===== config.mk =====
export PLATFORM = sky130hd
export DESIGN_NAME = rx_irq_ctrl
export DESIGN_NICKNAME = d
export VERILOG_FILES = /design/src/rx_irq_pkg.sv /design/src/trigger_detect.sv /design/src/sticky_flags.sv /design/src/rx_irq_ctrl.sv
export SDC_FILE = /design/constraint.sdc
export NUM_CORES = 1
export LEC_CHECK = 0
export BUFFER_PORTS_ARGS = -buffer_cell sky130_fd_sc_hd__buf_2
export CORE_MARGIN = 10
export CORE_UTILIZATION = 49
export DETAILED_ROUTE_END_ITERATION = 8
export GPL_ROUTABILITY_DRIVEN = 0
export MAX_ROUTING_LAYER = met4
export PLACE_DENSITY = 0.72
export SYNTH_ARGS = -nofsm -noshare
export SYNTH_HDL_FRONTEND = slang
export SYNTH_SLANG_ARGS = --single-unit

===== constraint.sdc =====
create_clock -name clk -period 1.8 [get_ports clk]
set_input_delay 0.18 -clock clk [delete_from_list [all_inputs] [get_ports clk]]
set_output_delay 0.18 -clock clk [all_outputs]
set_load 0.05 [all_outputs]

===== src/rx_irq_pkg.sv =====
/*
  Shared constants and types for the receiver status and interrupt
  block: register offsets, reset values, field positions, trigger
  modes and the packed carriers used between the modules.
  Assumes an 8-bit register port with 8-bit addresses.
*/
package rx_irq_pkg;

  // Register offsets
  localparam logic [7:0] ADDR_SLIP_STATUS   = 8'h15;
  localparam logic [7:0] ADDR_ENABLE_ONE    = 8'h16;
  localparam logic [7:0] ADDR_ENABLE_TWO    = 8'h17;
  localparam logic [7:0] ADDR_TRIGGER_ONE   = 8'h18;
  localparam logic [7:0] ADDR_EVENT_FLAGS   = 8'h40;
  localparam logic [7:0] ADDR_SLIP_FLAG     = 8'h41;

  // Reset values
  localparam logic [7:0] RST_ENABLE_ONE     = 8'h00;
  localparam logic [7:0] RST_ENABLE_TWO     = 8'h00;
  localparam logic [7:0] RST_TRIGGER_ONE    = 8'h00;
  localparam logic [7:0] RST_READ_DATA      = 8'h00;

  // Field positions
  localparam int BIT_SLIP                   = 0;
  localparam int BIT_VALIDITY_ENABLE        = 5;
  localparam int BIT_BUFFER_TRANSFER_ENABLE = 0;
  localparam int LSB_SUBCODE_CHANGE_TRIGGER = 6;
  localparam int LSB_LOCK_LOSS_TRIGGER      = 4;
  localparam int LSB_SUBCODE_CRC_TRIGGER    = 2;
  localparam int LSB_BUFFER_TRANSFER_TRIGGER = 0;

  // Source count: eight receiver sources plus the slip error
  localparam int NUM_RX_SOURCES             = 8;
  localparam int NUM_SOURCES                = 9;
  localparam int IDX_SLIP_SOURCE            = 8;

  typedef enum logic [1:0]
  {
    TRIG_RISE     = 2'b00,
    TRIG_FALL     = 2'b01,
    TRIG_LEVEL    = 2'b10,
    TRIG_RESERVED = 2'b11
  } trigger_mode_t;

  // Bit 7 down to bit 0, same layout as the first enable register
  typedef struct packed
  {
    logic chan_status_crc_error;
    logic parity_error;
    logic validity_flag;
    logic biphase_error;
    logic subcode_changed;
    logic lock_loss;
    logic subcode_crc_error;
    logic buffer_transfer_done;
  } rx_status_t;

  typedef struct packed
  {
    logic port_a_from_rx;
    logic port_a_slave;
    logic port_a_slip;
    logic port_b_from_rx;
    logic port_b_slave;
    logic port_b_slip;
  } slip_route_t;

  typedef struct packed
  {
    logic [7:0] addr;
    logic [7:0] wdata;
    logic       wr;
    logic       rd;
  } reg_req_t;

endpackage


===== src/trigger_detect.sv =====
/*
  One interrupt trigger detector: turns a status level into a set
  request according to a 2-bit trigger mode.
  Assumes the level is synchronous to clk.
*/
`timescale 1ns/1ps
`default_nettype none
module trigger_detect
  import rx_irq_pkg::*;
(
  // Clock and reset
  input  wire logic          clk,
  input  wire logic          sys_rst,
  // Source and mode
  input  wire logic          level,
  input  wire trigger_mode_t mode,
  output logic               fire
);

  logic prev;
  logic next_prev;

  always_comb
  begin
    next_prev = level;
  end

  always_ff @(posedge clk)
  begin
    if (sys_rst)
      prev <= 1'b0;
    else
      prev <= next_prev;
  end

  always_comb
  begin
    unique case (mode)
      TRIG_RISE:     fire = level & ~prev;
      TRIG_FALL:     fire = ~level & prev;
      TRIG_LEVEL:    fire = level;
      // Reserved code never fires
      TRIG_RESERVED: fire = 1'b0;
    endcase
  end

endmodule
`default_nettype wire


===== src/sticky_flags.sv =====
/*
  Bank of sticky event flags, set by hardware and cleared by a
  write-one-to-clear mask. Assumes set and clear are one-cycle terms.
*/
`timescale 1ns/1ps
`default_nettype none
module sticky_flags
#(
  parameter int WIDTH = 8
)
(
  // Clock and reset
  input  wire logic             clk,
  input  wire logic             sys_rst,
  // Set and clear
  input  wire logic [WIDTH-1:0] set,
  input  wire logic [WIDTH-1:0] clr,
  output logic      [WIDTH-1:0] flags
);

  logic [WIDTH-1:0] next_flags;

  // Set wins over a clear in the same cycle
  always_comb
  begin
    next_flags = (flags & ~clr) | set;
  end

  always_ff @(posedge clk)
  begin
    if (sys_rst)
      flags <= '0;
    else
      flags <= next_flags;
  end

endmodule
`default_nettype wire


===== src/rx_irq_ctrl.sv =====
/*
  Receiver status and interrupt masking: slip status qualification,
  enable registers, trigger-mode register, sticky event flags and the
  single level interrupt request.
  Assumes status levels and the register port are synchronous to clk.
*/
// Strobed register access was chosen for this implementation.
`timescale 1ns/1ps
`default_nettype none

// Overview of operation
// Slip status reads 1 after slip
// Slip status register read-only, upper bits zero
// Slip interrupt gated by enable at 0x17
// Slip only when rx port is slave
// Single rx-sourced port: track that port
// Both ports rx-sourced: track port A
// First enable register bit order fixed
// Enable zero masks, reset default zero
// Buffer-transfer interrupt needs bit zero enable
// Validity interrupt needs bit five enable
// Mode field: rise, fall, level, reserved
// Buffer-transfer status shows completion
// Unlock status shows lost lock
// Trigger register holds four 2-bit fields
// Request is OR of enabled triggered sources
module rx_irq_ctrl
  import rx_irq_pkg::*;
(
  // Clock and reset
  input  wire logic        clk,
  input  wire logic        sys_rst,
  // Register port
  input  wire reg_req_t    req,
  output logic [7:0]       rd_data,
  // Receiver status levels
  input  wire rx_status_t  rx_status,
  // Serial port routing and slip levels
  input  wire slip_route_t slip_route,
  // Interrupt request
  output logic             irq
);

  //////////////////////////////////////////////////////////////////////
  // Register decode

  logic wr_slip_flag;
  logic wr_enable_one;
  logic wr_enable_two;
  logic wr_trigger_one;
  logic wr_event_flags;

  always_comb
  begin
    wr_enable_one  = req.wr && (req.addr == ADDR_ENABLE_ONE);
    wr_enable_two  = req.wr && (req.addr == ADDR_ENABLE_TWO);
    wr_trigger_one = req.wr && (req.addr == ADDR_TRIGGER_ONE);
    wr_event_flags = req.wr && (req.addr == ADDR_EVENT_FLAGS);
    wr_slip_flag   = req.wr && (req.addr == ADDR_SLIP_FLAG);
  end

  //////////////////////////////////////////////////////////////////////
  // Enable and trigger-mode registers

  rx_status_t enable_one;
  rx_status_t next_enable_one;
  logic       slip_enable;
  logic       next_slip_enable;
  logic [7:0] trigger_one;
  logic [7:0] next_trigger_one;

  always_comb
  begin
    next_enable_one  = enable_one;
    next_slip_enable = slip_enable;
    next_trigger_one = trigger_one;
    if (wr_enable_one)
      next_enable_one = rx_status_t'(req.wdata);
    if (wr_enable_two)
      next_slip_enable = req.wdata[BIT_SLIP];
    if (wr_trigger_one)
      next_trigger_one = req.wdata;
  end

  // All enables come up masked
  always_ff @(posedge clk)
  begin
    if (sys_rst)
    begin
      enable_one  <= rx_status_t'(RST_ENABLE_ONE);
      slip_enable <= RST_ENABLE_TWO[BIT_SLIP];
      trigger_one <= RST_TRIGGER_ONE;
    end
    else
    begin
      enable_one  <= next_enable_one;
      slip_enable <= next_slip_enable;
      trigger_one <= next_trigger_one;
    end
  end

  //////////////////////////////////////////////////////////////////////
  // Slip qualification

  // Port A has priority when both ports take the receiver output
  logic slip_level;

  always_comb
  begin
    if (slip_route.port_a_from_rx)
      slip_level = slip_route.port_a_slave
                   & slip_route.port_a_slip;
    else if (slip_route.port_b_from_rx)
      slip_level = slip_route.port_b_slave
                   & slip_route.port_b_slip;
    else
      slip_level = 1'b0;
  end

  //////////////////////////////////////////////////////////////////////
  // Per-source trigger modes

  // Only four sources have a mode field here; the rest use the
  // rising-edge default so their behaviour matches reset.
  trigger_mode_t src_mode [NUM_SOURCES];
  logic [NUM_SOURCES-1:0] src_level;

  always_comb
  begin
    src_level = {slip_level, rx_status};
    for (int i = 0; i < NUM_SOURCES; i++)
      src_mode[i] = TRIG_RISE;
    src_mode[3] = trigger_mode_t'(
      trigger_one[LSB_SUBCODE_CHANGE_TRIGGER +: 2]);
    src_mode[2] = trigger_mode_t'(
      trigger_one[LSB_LOCK_LOSS_TRIGGER +: 2]);
    src_mode[1] = trigger_mode_t'(
      trigger_one[LSB_SUBCODE_CRC_TRIGGER +: 2]);
    src_mode[0] = trigger_mode_t'(
      trigger_one[LSB_BUFFER_TRANSFER_TRIGGER +: 2]);
  end

  //////////////////////////////////////////////////////////////////////
  // Trigger detection, one detector per source

  logic [NUM_SOURCES-1:0] src_fire;

  generate
    for (genvar g = 0; g < NUM_SOURCES; g++)
    begin : gen_trigger
      trigger_detect u_trigger
      (
        .clk     (clk),
        .sys_rst (sys_rst),
        .level   (src_level[g]),
        .mode    (src_mode[g]),
        .fire    (src_fire[g])
      );
    end
  endgenerate

  //////////////////////////////////////////////////////////////////////
  // Sticky event flags

  // Flags latch whatever the enables say; the enables only gate
  // the request, so software can poll a masked source.
  logic [NUM_SOURCES-1:0] flag_clr;
  logic [NUM_SOURCES-1:0] flags;

  always_comb
  begin
    flag_clr = '0;
    if (wr_event_flags)
      flag_clr[NUM_RX_SOURCES-1:0] = req.wdata;
    if (wr_slip_flag)
      flag_clr[IDX_SLIP_SOURCE] = req.wdata[BIT_SLIP];
  end

  sticky_flags
  #(
    .WIDTH (NUM_SOURCES)
  )
  u_flags
  (
    .clk     (clk),
    .sys_rst (sys_rst),
    .set     (src_fire),
    .clr     (flag_clr),
    .flags   (flags)
  );

  //////////////////////////////////////////////////////////////////////
  // Interrupt request

  logic [NUM_SOURCES-1:0] gated;
  logic                   next_irq;

  always_comb
  begin
    gated = flags & {slip_enable, enable_one};
    // Named bits kept visible for the two singled-out sources
    gated[BIT_BUFFER_TRANSFER_ENABLE] =
      flags[BIT_BUFFER_TRANSFER_ENABLE]
      & enable_one.buffer_transfer_done;
    gated[BIT_VALIDITY_ENABLE] =
      flags[BIT_VALIDITY_ENABLE]
      & enable_one.validity_flag;
    next_irq = |gated;
  end

  always_ff @(posedge clk)
  begin
    if (sys_rst)
      irq <= 1'b0;
    else
      irq <= next_irq;
  end

  //////////////////////////////////////////////////////////////////////
  // Read data, valid only the cycle after the strobe

  logic [7:0] next_rd_data;
  logic [7:0] slip_view;
  logic [7:0] enable_two_view;

  always_comb
  begin
    slip_view = 8'h00;
    slip_view[BIT_SLIP] = flags[IDX_SLIP_SOURCE];
    enable_two_view = 8'h00;
    enable_two_view[BIT_SLIP] = slip_enable;
    next_rd_data = RST_READ_DATA;
    if (req.rd)
    begin
      unique case (req.addr)
        ADDR_SLIP_STATUS: next_rd_data = slip_view;
        ADDR_SLIP_FLAG:   next_rd_data = slip_view;
        ADDR_ENABLE_ONE:  next_rd_data = enable_one;
        ADDR_ENABLE_TWO:  next_rd_data = enable_two_view;
        ADDR_TRIGGER_ONE: next_rd_data = trigger_one;
        ADDR_EVENT_FLAGS:
          next_rd_data = flags[NUM_RX_SOURCES-1:0];
        default:          next_rd_data = RST_READ_DATA;
      endcase
    end
  end

  always_ff @(posedge clk)
  begin
    if (sys_rst)
      rd_data <= RST_READ_DATA;
    else
      rd_data <= next_rd_data;
  end

endmodule
`default_nettype wire


# After elaboration in Yosys (flattened, before gate mapping)
# Index checks and enable logic that the tools add are counted.
word_totals:
  ff_bits: 44
  word_cells: 96
  out_inout_bits: 9
classes:
  n_eq_ne: 18
  n_mux: 9
  bitwise_logic: 35
  reduce_logical: 12
op_table:
  columns: ["cell", "count"]
  rows:
  - ["case mux 8 bit (5 select lines)", 1]
  - ["equality test 8 x 5 -> 1 bit (second input constant)", 4]
  - ["bitwise AND 9 bit", 2]
  - ["bitwise AND 1 bit", 17]
  - ["equality test 2 bit (second input constant)", 8]
  - ["equality test 8 x 7 -> 1 bit (second input constant)", 2]
  - ["case mux 1 bit (4 select lines)", 4]
  - ["inverter 1 bit", 14]
  - ["inverter 9 bit", 1]
  - ["OR 9 bit", 1]
  - ["OR reduction 9 bit", 1]
  - ["equality test 2 x 1 -> 1 bit (second input constant)", 4]
  - ["logical NOT 2 bit", 4]
  - ["2-to-1 mux 8 bit", 1]
  - ["logical AND 1 bit", 5]
  - ["OR reduction 2 bit", 2]
  - ["2-to-1 mux 1 bit", 3]

# Depth between registers and ports, before layout
# Gate-level depths: netlist of run 1.
depth:
  depth_word: 6
  depth_mapped: 5
  mapped_depth_nobuf: 3

# Modules after synthesis
# Synthesis of run 1 repeated with hierarchy kept, for this count alone.
hier_totals:
  cells_unflattened: 254
  hier_area_um2: 2571.2
modules_own_cells:
  columns: ["module", "cells_each", "instances", "seq_area_each_um2", "area_each_um2"]
  rows:
  - ["rx_irq_ctrl", 163, 1, 520.5, 1670.4]
  - ["trigger_detect", 6, 9, 20.0, 52.6]
  - ["sticky_flags", 37, 1, 180.2, 427.9]

# Least setup slack after synthesis of run 1
# OpenSTA, ideal clock, no wires.
synth_path:
  path_kind: "input -> register"
  start: "in req[15] (netlist name)"
  end: "reg enable_one[0] (netlist name)"
  path_stages: 4
  setup_ns: 0.132
  n_path_buf: 1
  setup_slack_ns: 0.532
  arrival_ns: 1.136
  path_cell_list: "or4b_1 buf_2 o31ai_1 a21oi_1"
synth_between:
  elab_chain_cells: 2
synth_rtl:
  columns: ["element", "line", "text"]
  rows:
  - ["from (decl)", "rx_irq_ctrl.sv:34", "input wire reg_req_t req,"]
  - ["equality test 8 x 5 -> 1 bit", "rx_irq_ctrl.sv:55", "wr_enable_one = req.wr && (req.addr == ADDR_ENABLE_ONE);"]
  - ["logical AND 1 bit", "rx_irq_ctrl.sv:55", null]
  - ["to (signal assigned)", "rx_irq_ctrl.sv:90", "enable_one <= rx_status_t'(RST_ENABLE_ONE);"]
  - ["to (signal assigned)", "rx_irq_ctrl.sv:96", "enable_one <= next_enable_one;"]
  - ["to (decl)", "rx_irq_ctrl.sv:65", "rx_status_t enable_one;"]
# No other way between the ends.
# A chain may end at the register's enable or synchronous reset.

# Final worst setup path of run 1
layout_path:
  start: "in req[12] (netlist name)"
  end: "reg enable_one[4] (netlist name)"
# The elaborated chain is that of the path after synthesis.

==> run metrics, run 1 <==
outcome=completed; largest net degree at the start of global routing=33; Seq/Total Area, Yosys=roughly two fifths; Final Cycle Share=between 60% and 70%; Final Non-Filler Cells=between 300 and 400; count leader, synth=dfxtp_1; ys flop type=dfxtp_1; Max clock buf depth=2; synth warn=0; Metal-1 WL=about 2.7 mm; via/cell ratio=between 6 and 7; WP data arrival=1450 ps; Ports=43; crit-path max FO=15; reg2reg end=u_flags.flags[1]; Setup-failing EPs final=0; Nets=between 300 and 400; VDD IR max=465 uV; hold path endpoint=gen_trigger[1].u_trigger.prev; met3 WL post-DR=596 um; RSZ-0062 raised after global routing=no; finished layout cell area=0.00254 mm2; max incr delay on CP=about 640 ps; Multi-input gate area=~0.0012 mm2; power density over the cells=between 700 and 800 mW/mm2; WHS=about 110 ps; Die ar.=approximately 0.0075 mm2; Layout Skew=approximately 8.3 ps; worst slew pin tran=around 430 ps; post-CTS sizing=0; dpl hpwl=approximately 4.5 mm; Post-Syn Nets=about 270; CP Class=in -> reg; vias in the first global route=about 2.0k; Max-slew headroom=approximately 71%; TNS Setup=0 ps; mean routed wirelength per cell=about 19 um; total CTS buffers=5; layout cells sized above 1=between 20% and 30%; Starting Density=around 50%; FMAX=~0.80 GHz; dpl cells=between 300 and 400; H-tree Lvls=2; chip height=~87 um; highest metal used=met4; drt total wl=6.08 mm; gr usage total=16.7%; Worst R2R Setup Slack=about 660 ps; Cell Rows=24; worst skew pair latency=~310 ps; Area Overhead vs Synth=16.2%; CTS Root Cell=clkbuf_8; DR iter-0 viols=261; Antenna diodes=0; HP Start=rx_status[1]; antenna-violating nets left=0; Synth area leader=dfxtp_1; flops & latches, synth=44; core footprint=between 0.004 and 0.005 mm2; Mapped Area=~0.0022 mm2; number of cells on the worst hold path=2; static leakage=a little over 0.9 nW; EDFF count, synth=0; Slew Viols, Final=0; clk sinks=44; Mapped Cells=roughly 240; clock slew at reported path FFs=around 90 ps; Synth cell types=41; worst reg2reg path depth=3; Synth top area share=between 40% and 50%; Worst EP required=approximately 2000 ps; critical path launch point type=input port; initial antenna violation count=0; R2R Path Start=trigger_one[3]; Max-cap violations=0; Met2 Wirelength=2.64 mm; ys async rst share=0%; I/O Buffers=between 40 and 50; grt total ovfl=0; CTS tree=built; Post-synth top cells=dfxtp_1 (44), nand4_1 (29), a21oi_1 (25); Area after DPL=roughly 0.0024 mm2; DR DRC count=0; DR vias=2132; drt pass-1 iters=5; syn_area_per_cell=between 9 and 10 um2; Storage cell area=881 um2; post-cts hold buffer count=0; CP max-delay cell=or4b_1; Worst Hold Class=in -> reg; first-pass GRT wire length=a little under 10 mm; critical path cell sequence=buf_2, or4b_1, o31ai_1, a21oi_1; post-CTS setup repair buffer count=0; Filler cells=403; die width=approximately 87 um; Worst Setup End Kind=register; endpoints failing hold=0; minimum clock period=~1300 ps; top post-synthesis cells by area=dfxtp_1 (40%), nand4_1 (8.3%), o31ai_1 (5.8%)
cell type report:
class	instances	area share [%]
Tap cell	52	2.56
Inverter	11	1.62
Sequential cell	44	34.6
Timing Repair Buffer	52	11.2
Multi-Input combinational cell	159	46.1
Clock inverter	2	0.590
Clock buffer	6	3.25
power by group:
part           switching (mW)  leakage [nW]  internal, mW
Sequential             0.0206         0.359          1.00
Clock                   0.344        0.0434         0.310
Combinational           0.130         0.525        0.0871
Total                   0.494         0.928          1.40
worst max-delay path: cells and delay by family:
kind            cells  cell delay, ps
compound gates      2             410
simple gates        1             640
buf+inv             1             220
state kept, by name, summed over array words and instances (netlist names):
| signal | count |
|---|---|
| enable_one | 8 |
| rd_data | 8 |
| u_flags.flags | 9 |
| slip_enable | 1 |
| gen_trigger.u_trigger.prev | 9 |
| trigger_one | 8 |
| irq | 1 |
cells in the final DEF, fill, tap and decap left out, drive strengths merged:
cell type / n
and4b: 11
a31oi: 6
nand3b: 5
mux2: 1
or3b: 5
inv: 10
clkinv: 1
or3: 1
nand4b: 2
or2: 1
and3: 1
buf: 52
a2111o: 1
nor2b: 8
o31ai: 17
a221oi: 1
nor2: 4
o21bai: 1
clkinvlp: 2
nor3: 1
nand2b: 4
or4bb: 1
clkbuf: 6
nor4b: 1
dfxtp: 44
o211ai: 8
a22o: 1
o41ai: 5
nand4: 29
a21oi: 25
a32o: 4
or4b: 2
nor4bb: 8
a22oi: 1
nand2: 1
a222oi: 1
and4bb: 2
cells by family (layout without fill, tap and decap cells):
| kind of cell | count (synthesis) | in the layout | synth area share, % |
|---|---|---|---|
| multiplexers | 1 | 1 | 0.515 |
| buffers and inverters | 32 | 71 | 6.12 |
| AND/OR/NAND/NOR | 87 | 87 | 30.8 |
| flip-flops | 44 | 44 | 40.3 |
| AO/OA/AOI/OAI | 71 | 71 | 22.3 |
stage by stage:
stage,util (%),setup slack [ps],power (mW)
6_report,58.4,542,1.89
5_1_grt,58.4,411,1.96
4_1_cts,58.4,545,1.89
3_5_place_dp,56.2,231,1.26
3_3_place_gp,56.2,240,1.26
2_1_floorplan,-,532,1.16
how the worst max path moves through the flow:
stage / to / startpoint / depth (start not counted)
finish: enable_one[4] / req[12] / 4
global route: enable_one[1] / req[12] / 4
CTS: enable_one[4] / req[12] / 4
detailed placement: enable_one[0] / req[12] / 4
global placement: enable_one[5] / req[12] / 4
floorplan: enable_one[0] / req[15] / 4
per-layer routing:
layer	global-route usage, %	vias up
met3	4.50	20
met4	5.89	0
met2	23.5	122
met5	-	-
met1	22.2	983
li1	-	1007
No activity file was read; power rests on OpenSTA's default activity.
==> run 2, diff against run 1 <==
--- a/config.mk
+++ b/config.mk
@@ -11,7 +11,7 @@
 export DETAILED_ROUTE_END_ITERATION = 8
 export GPL_ROUTABILITY_DRIVEN = 0
 export MAX_ROUTING_LAYER = met4
-export PLACE_DENSITY = 0.72
+export PLACE_DENSITY = 0.75
 export SYNTH_ARGS = -nofsm -noshare
 export SYNTH_HDL_FRONTEND = slang
 export SYNTH_SLANG_ARGS = --single-unit
==> constraint.sdc (replaced) <==
create_clock -name clk -period 1.06 [get_ports clk]
set_input_delay 0.106 -clock clk [delete_from_list [all_inputs] [get_ports clk]]
set_output_delay 0.106 -clock clk [all_outputs]
set_load 0.05 [all_outputs]
==> run metrics, run 2 (same netlist as run 1, synthesis figures left out) <==
drt pass-1 iters=5 (unchanged); failing checks=setup timing; drt total wl=6.99 mm (+15%); worst skew pair latency=310 ps (about the same); crit-path max FO=4 (-11); core footprint=0.00435 mm2 (unchanged); DR iter-0 viols=254 (-2.7%); Slew Viols, Final=0 (unchanged); TNS Setup=-30.5 ps (-30.5 ps); Setup-failing EPs final=2 (+2); die width=86.8 um (unchanged); Worst Hold Class=in -> reg; Worst R2R Setup Slack=-20 ps (-680 ps); WP data arrival=1300 ps (-150 ps); Max-slew headroom=78.5% (+7.3 points); R2R Path Start=trigger_one[6]; RSZ-0062 raised after global routing=yes; layout cells sized above 1=41.6% (+15 points); Max clock buf depth=2 (unchanged); CP startpoint=trigger_one[6]; Die ar.=0.00754 mm2 (unchanged); Starting Density=50.3% (unchanged); gr usage total=18.8% (+2.1 points); CTS Root Cell=clkbuf_8; outcome=complete, but fails checks; vias in the first global route=2170 (+11%); setup ws final=-15.9 ps (-558 ps); total CTS buffers=5 (unchanged); worst slew pin tran=322 ps (-108 ps); dpl hpwl=5.09 mm (+13%); hold path endpoint=gen_trigger[1].u_trigger.prev; FMAX=about 0.93 GHz; number of cells on the worst hold path=2 (unchanged); Worst EP required=1290 ps (-700 ps); Layout Skew=5.94 ps (-2.39 ps); Ports=43 (unchanged); DR vias=2339 (+9.7%); first-pass GRT wire length=11.0 mm (+11%); clock slew at reported path FFs=90 ps (about the same); Area Overhead vs Synth=35.2%; static leakage=1.13 nW (+22%); VDD IR max=696 uV (+50%); minimum clock period=about 1100 ps; Final Cycle Share=102%; Worst Setup End Kind=register; most frequent cells in the layout=buf_2 (42), dfxtp_1 (38), buf_4 (36); mean routed wirelength per cell=19.7 um (+5.5%); Filler cells=346 (-14%); Multi-input gate area=0.00132 mm2 (+12%); I/O Buffers=42 (unchanged); endpoints failing hold=0 (unchanged); Storage cell area=888 um2 (+0.85%); Nets=336 (+9.4%); commonest non-fill, non-tap cell in the layout=buf_2; antenna-violating nets left=0 (unchanged); initial antenna violation count=0 (unchanged); Antenna diodes=0 (unchanged); biggest regs=gen_trigger.u_trigger.prev (9), u_flags.flags (9); grt total ovfl=0 (unchanged); HP Start=rx_status[1]; power density over the cells=1220 mW/mm2 (+64%); CTS tree=built; chip height=86.8 um (unchanged); H-tree Lvls=2 (unchanged); total power=3.61 mW (+91%); critical path launch point type=register; worst reg2reg path depth=2 (-1); largest net degree at the start of global routing=33 (unchanged); via/cell ratio=6.59 (+0.75%); CP Class=reg -> reg; Max-cap violations=0 (unchanged); reg2reg end=u_flags.flags[3]; DR DRC count=0 (unchanged); Cell Rows=24 (unchanged); clk sinks=44 (unchanged)
[run 2: metal layers]
layer	up-vias	part of all wire, %	track usage (%)
li1	1072	-	-
met1	1119	42	23.0
met2	125	47	27.8
met3	23	8.4	5.07
met4	0	3.2	8.69
met5	-	0	-
[run 2: timing repair]
action,4_1_cts,5_1_grt
setup buffers,0,1
endpoints found under the hold margin,0,0
gates resized for setup,12,12
setup endpoints to repair,5,11
hold buffers,0,0
pin swaps,5,7
[run 2: per-stage QoR]
step | utilization, % | instances | hold WS [ps] | setup WS [ps] | instance area [um2]
after floorplan | - | 235 | 189 | -132 | 2240
after global placement | 62.3 | 346 | 343 | -246 | 2710
after detailed placement | 62.3 | 346 | 355 | -298 | 2710
after CTS | 66.0 | 354 | 45.5 | 5.43 | 2870
after global routing | 67.9 | 355 | 49.0 | -53.5 | 2960
final | 67.9 | 355 | 42.8 | -15.9 | 2960
[run 2: critical path: stages, from the launching register on]
cell and delay (ps):
dfxtp_1 420, or3b_4 400, a31oi_1 170
[run 2: worst max-delay path by stage]
stage / endpoint / slack [ps] / cells after the start
after floorplan: slip_enable / -130 / 4
after global placement: u_flags.flags[3] / -250 / 4
after detailed placement: u_flags.flags[1] / -300 / 4
after CTS: irq / 5 / 3
after global routing: u_flags.flags[3] / -50 / 3
final: u_flags.flags[3] / -20 / 2
[run 2: power by group]
part	leakage [nW]	internal [mW]	switching, mW
clock network	0.0614	0.771	0.613
logic	0.711	0.222	0.262
registers	0.362	1.70	0.0422
total	1.13	2.69	0.917
[run 2: final cells by class]
| cell class | instances | area share (%) |
|---|---|---|
| Clock inverter | 2 | 1.31 |
| Multi-Input combinational cell | 159 | 44.6 |
| Tap cell | 52 | 2.20 |
| Sequential cell | 44 | 30.0 |
| Inverter | 11 | 1.40 |
| Clock buffer | 6 | 2.79 |
| Timing Repair Buffer | 81 | 17.7 |
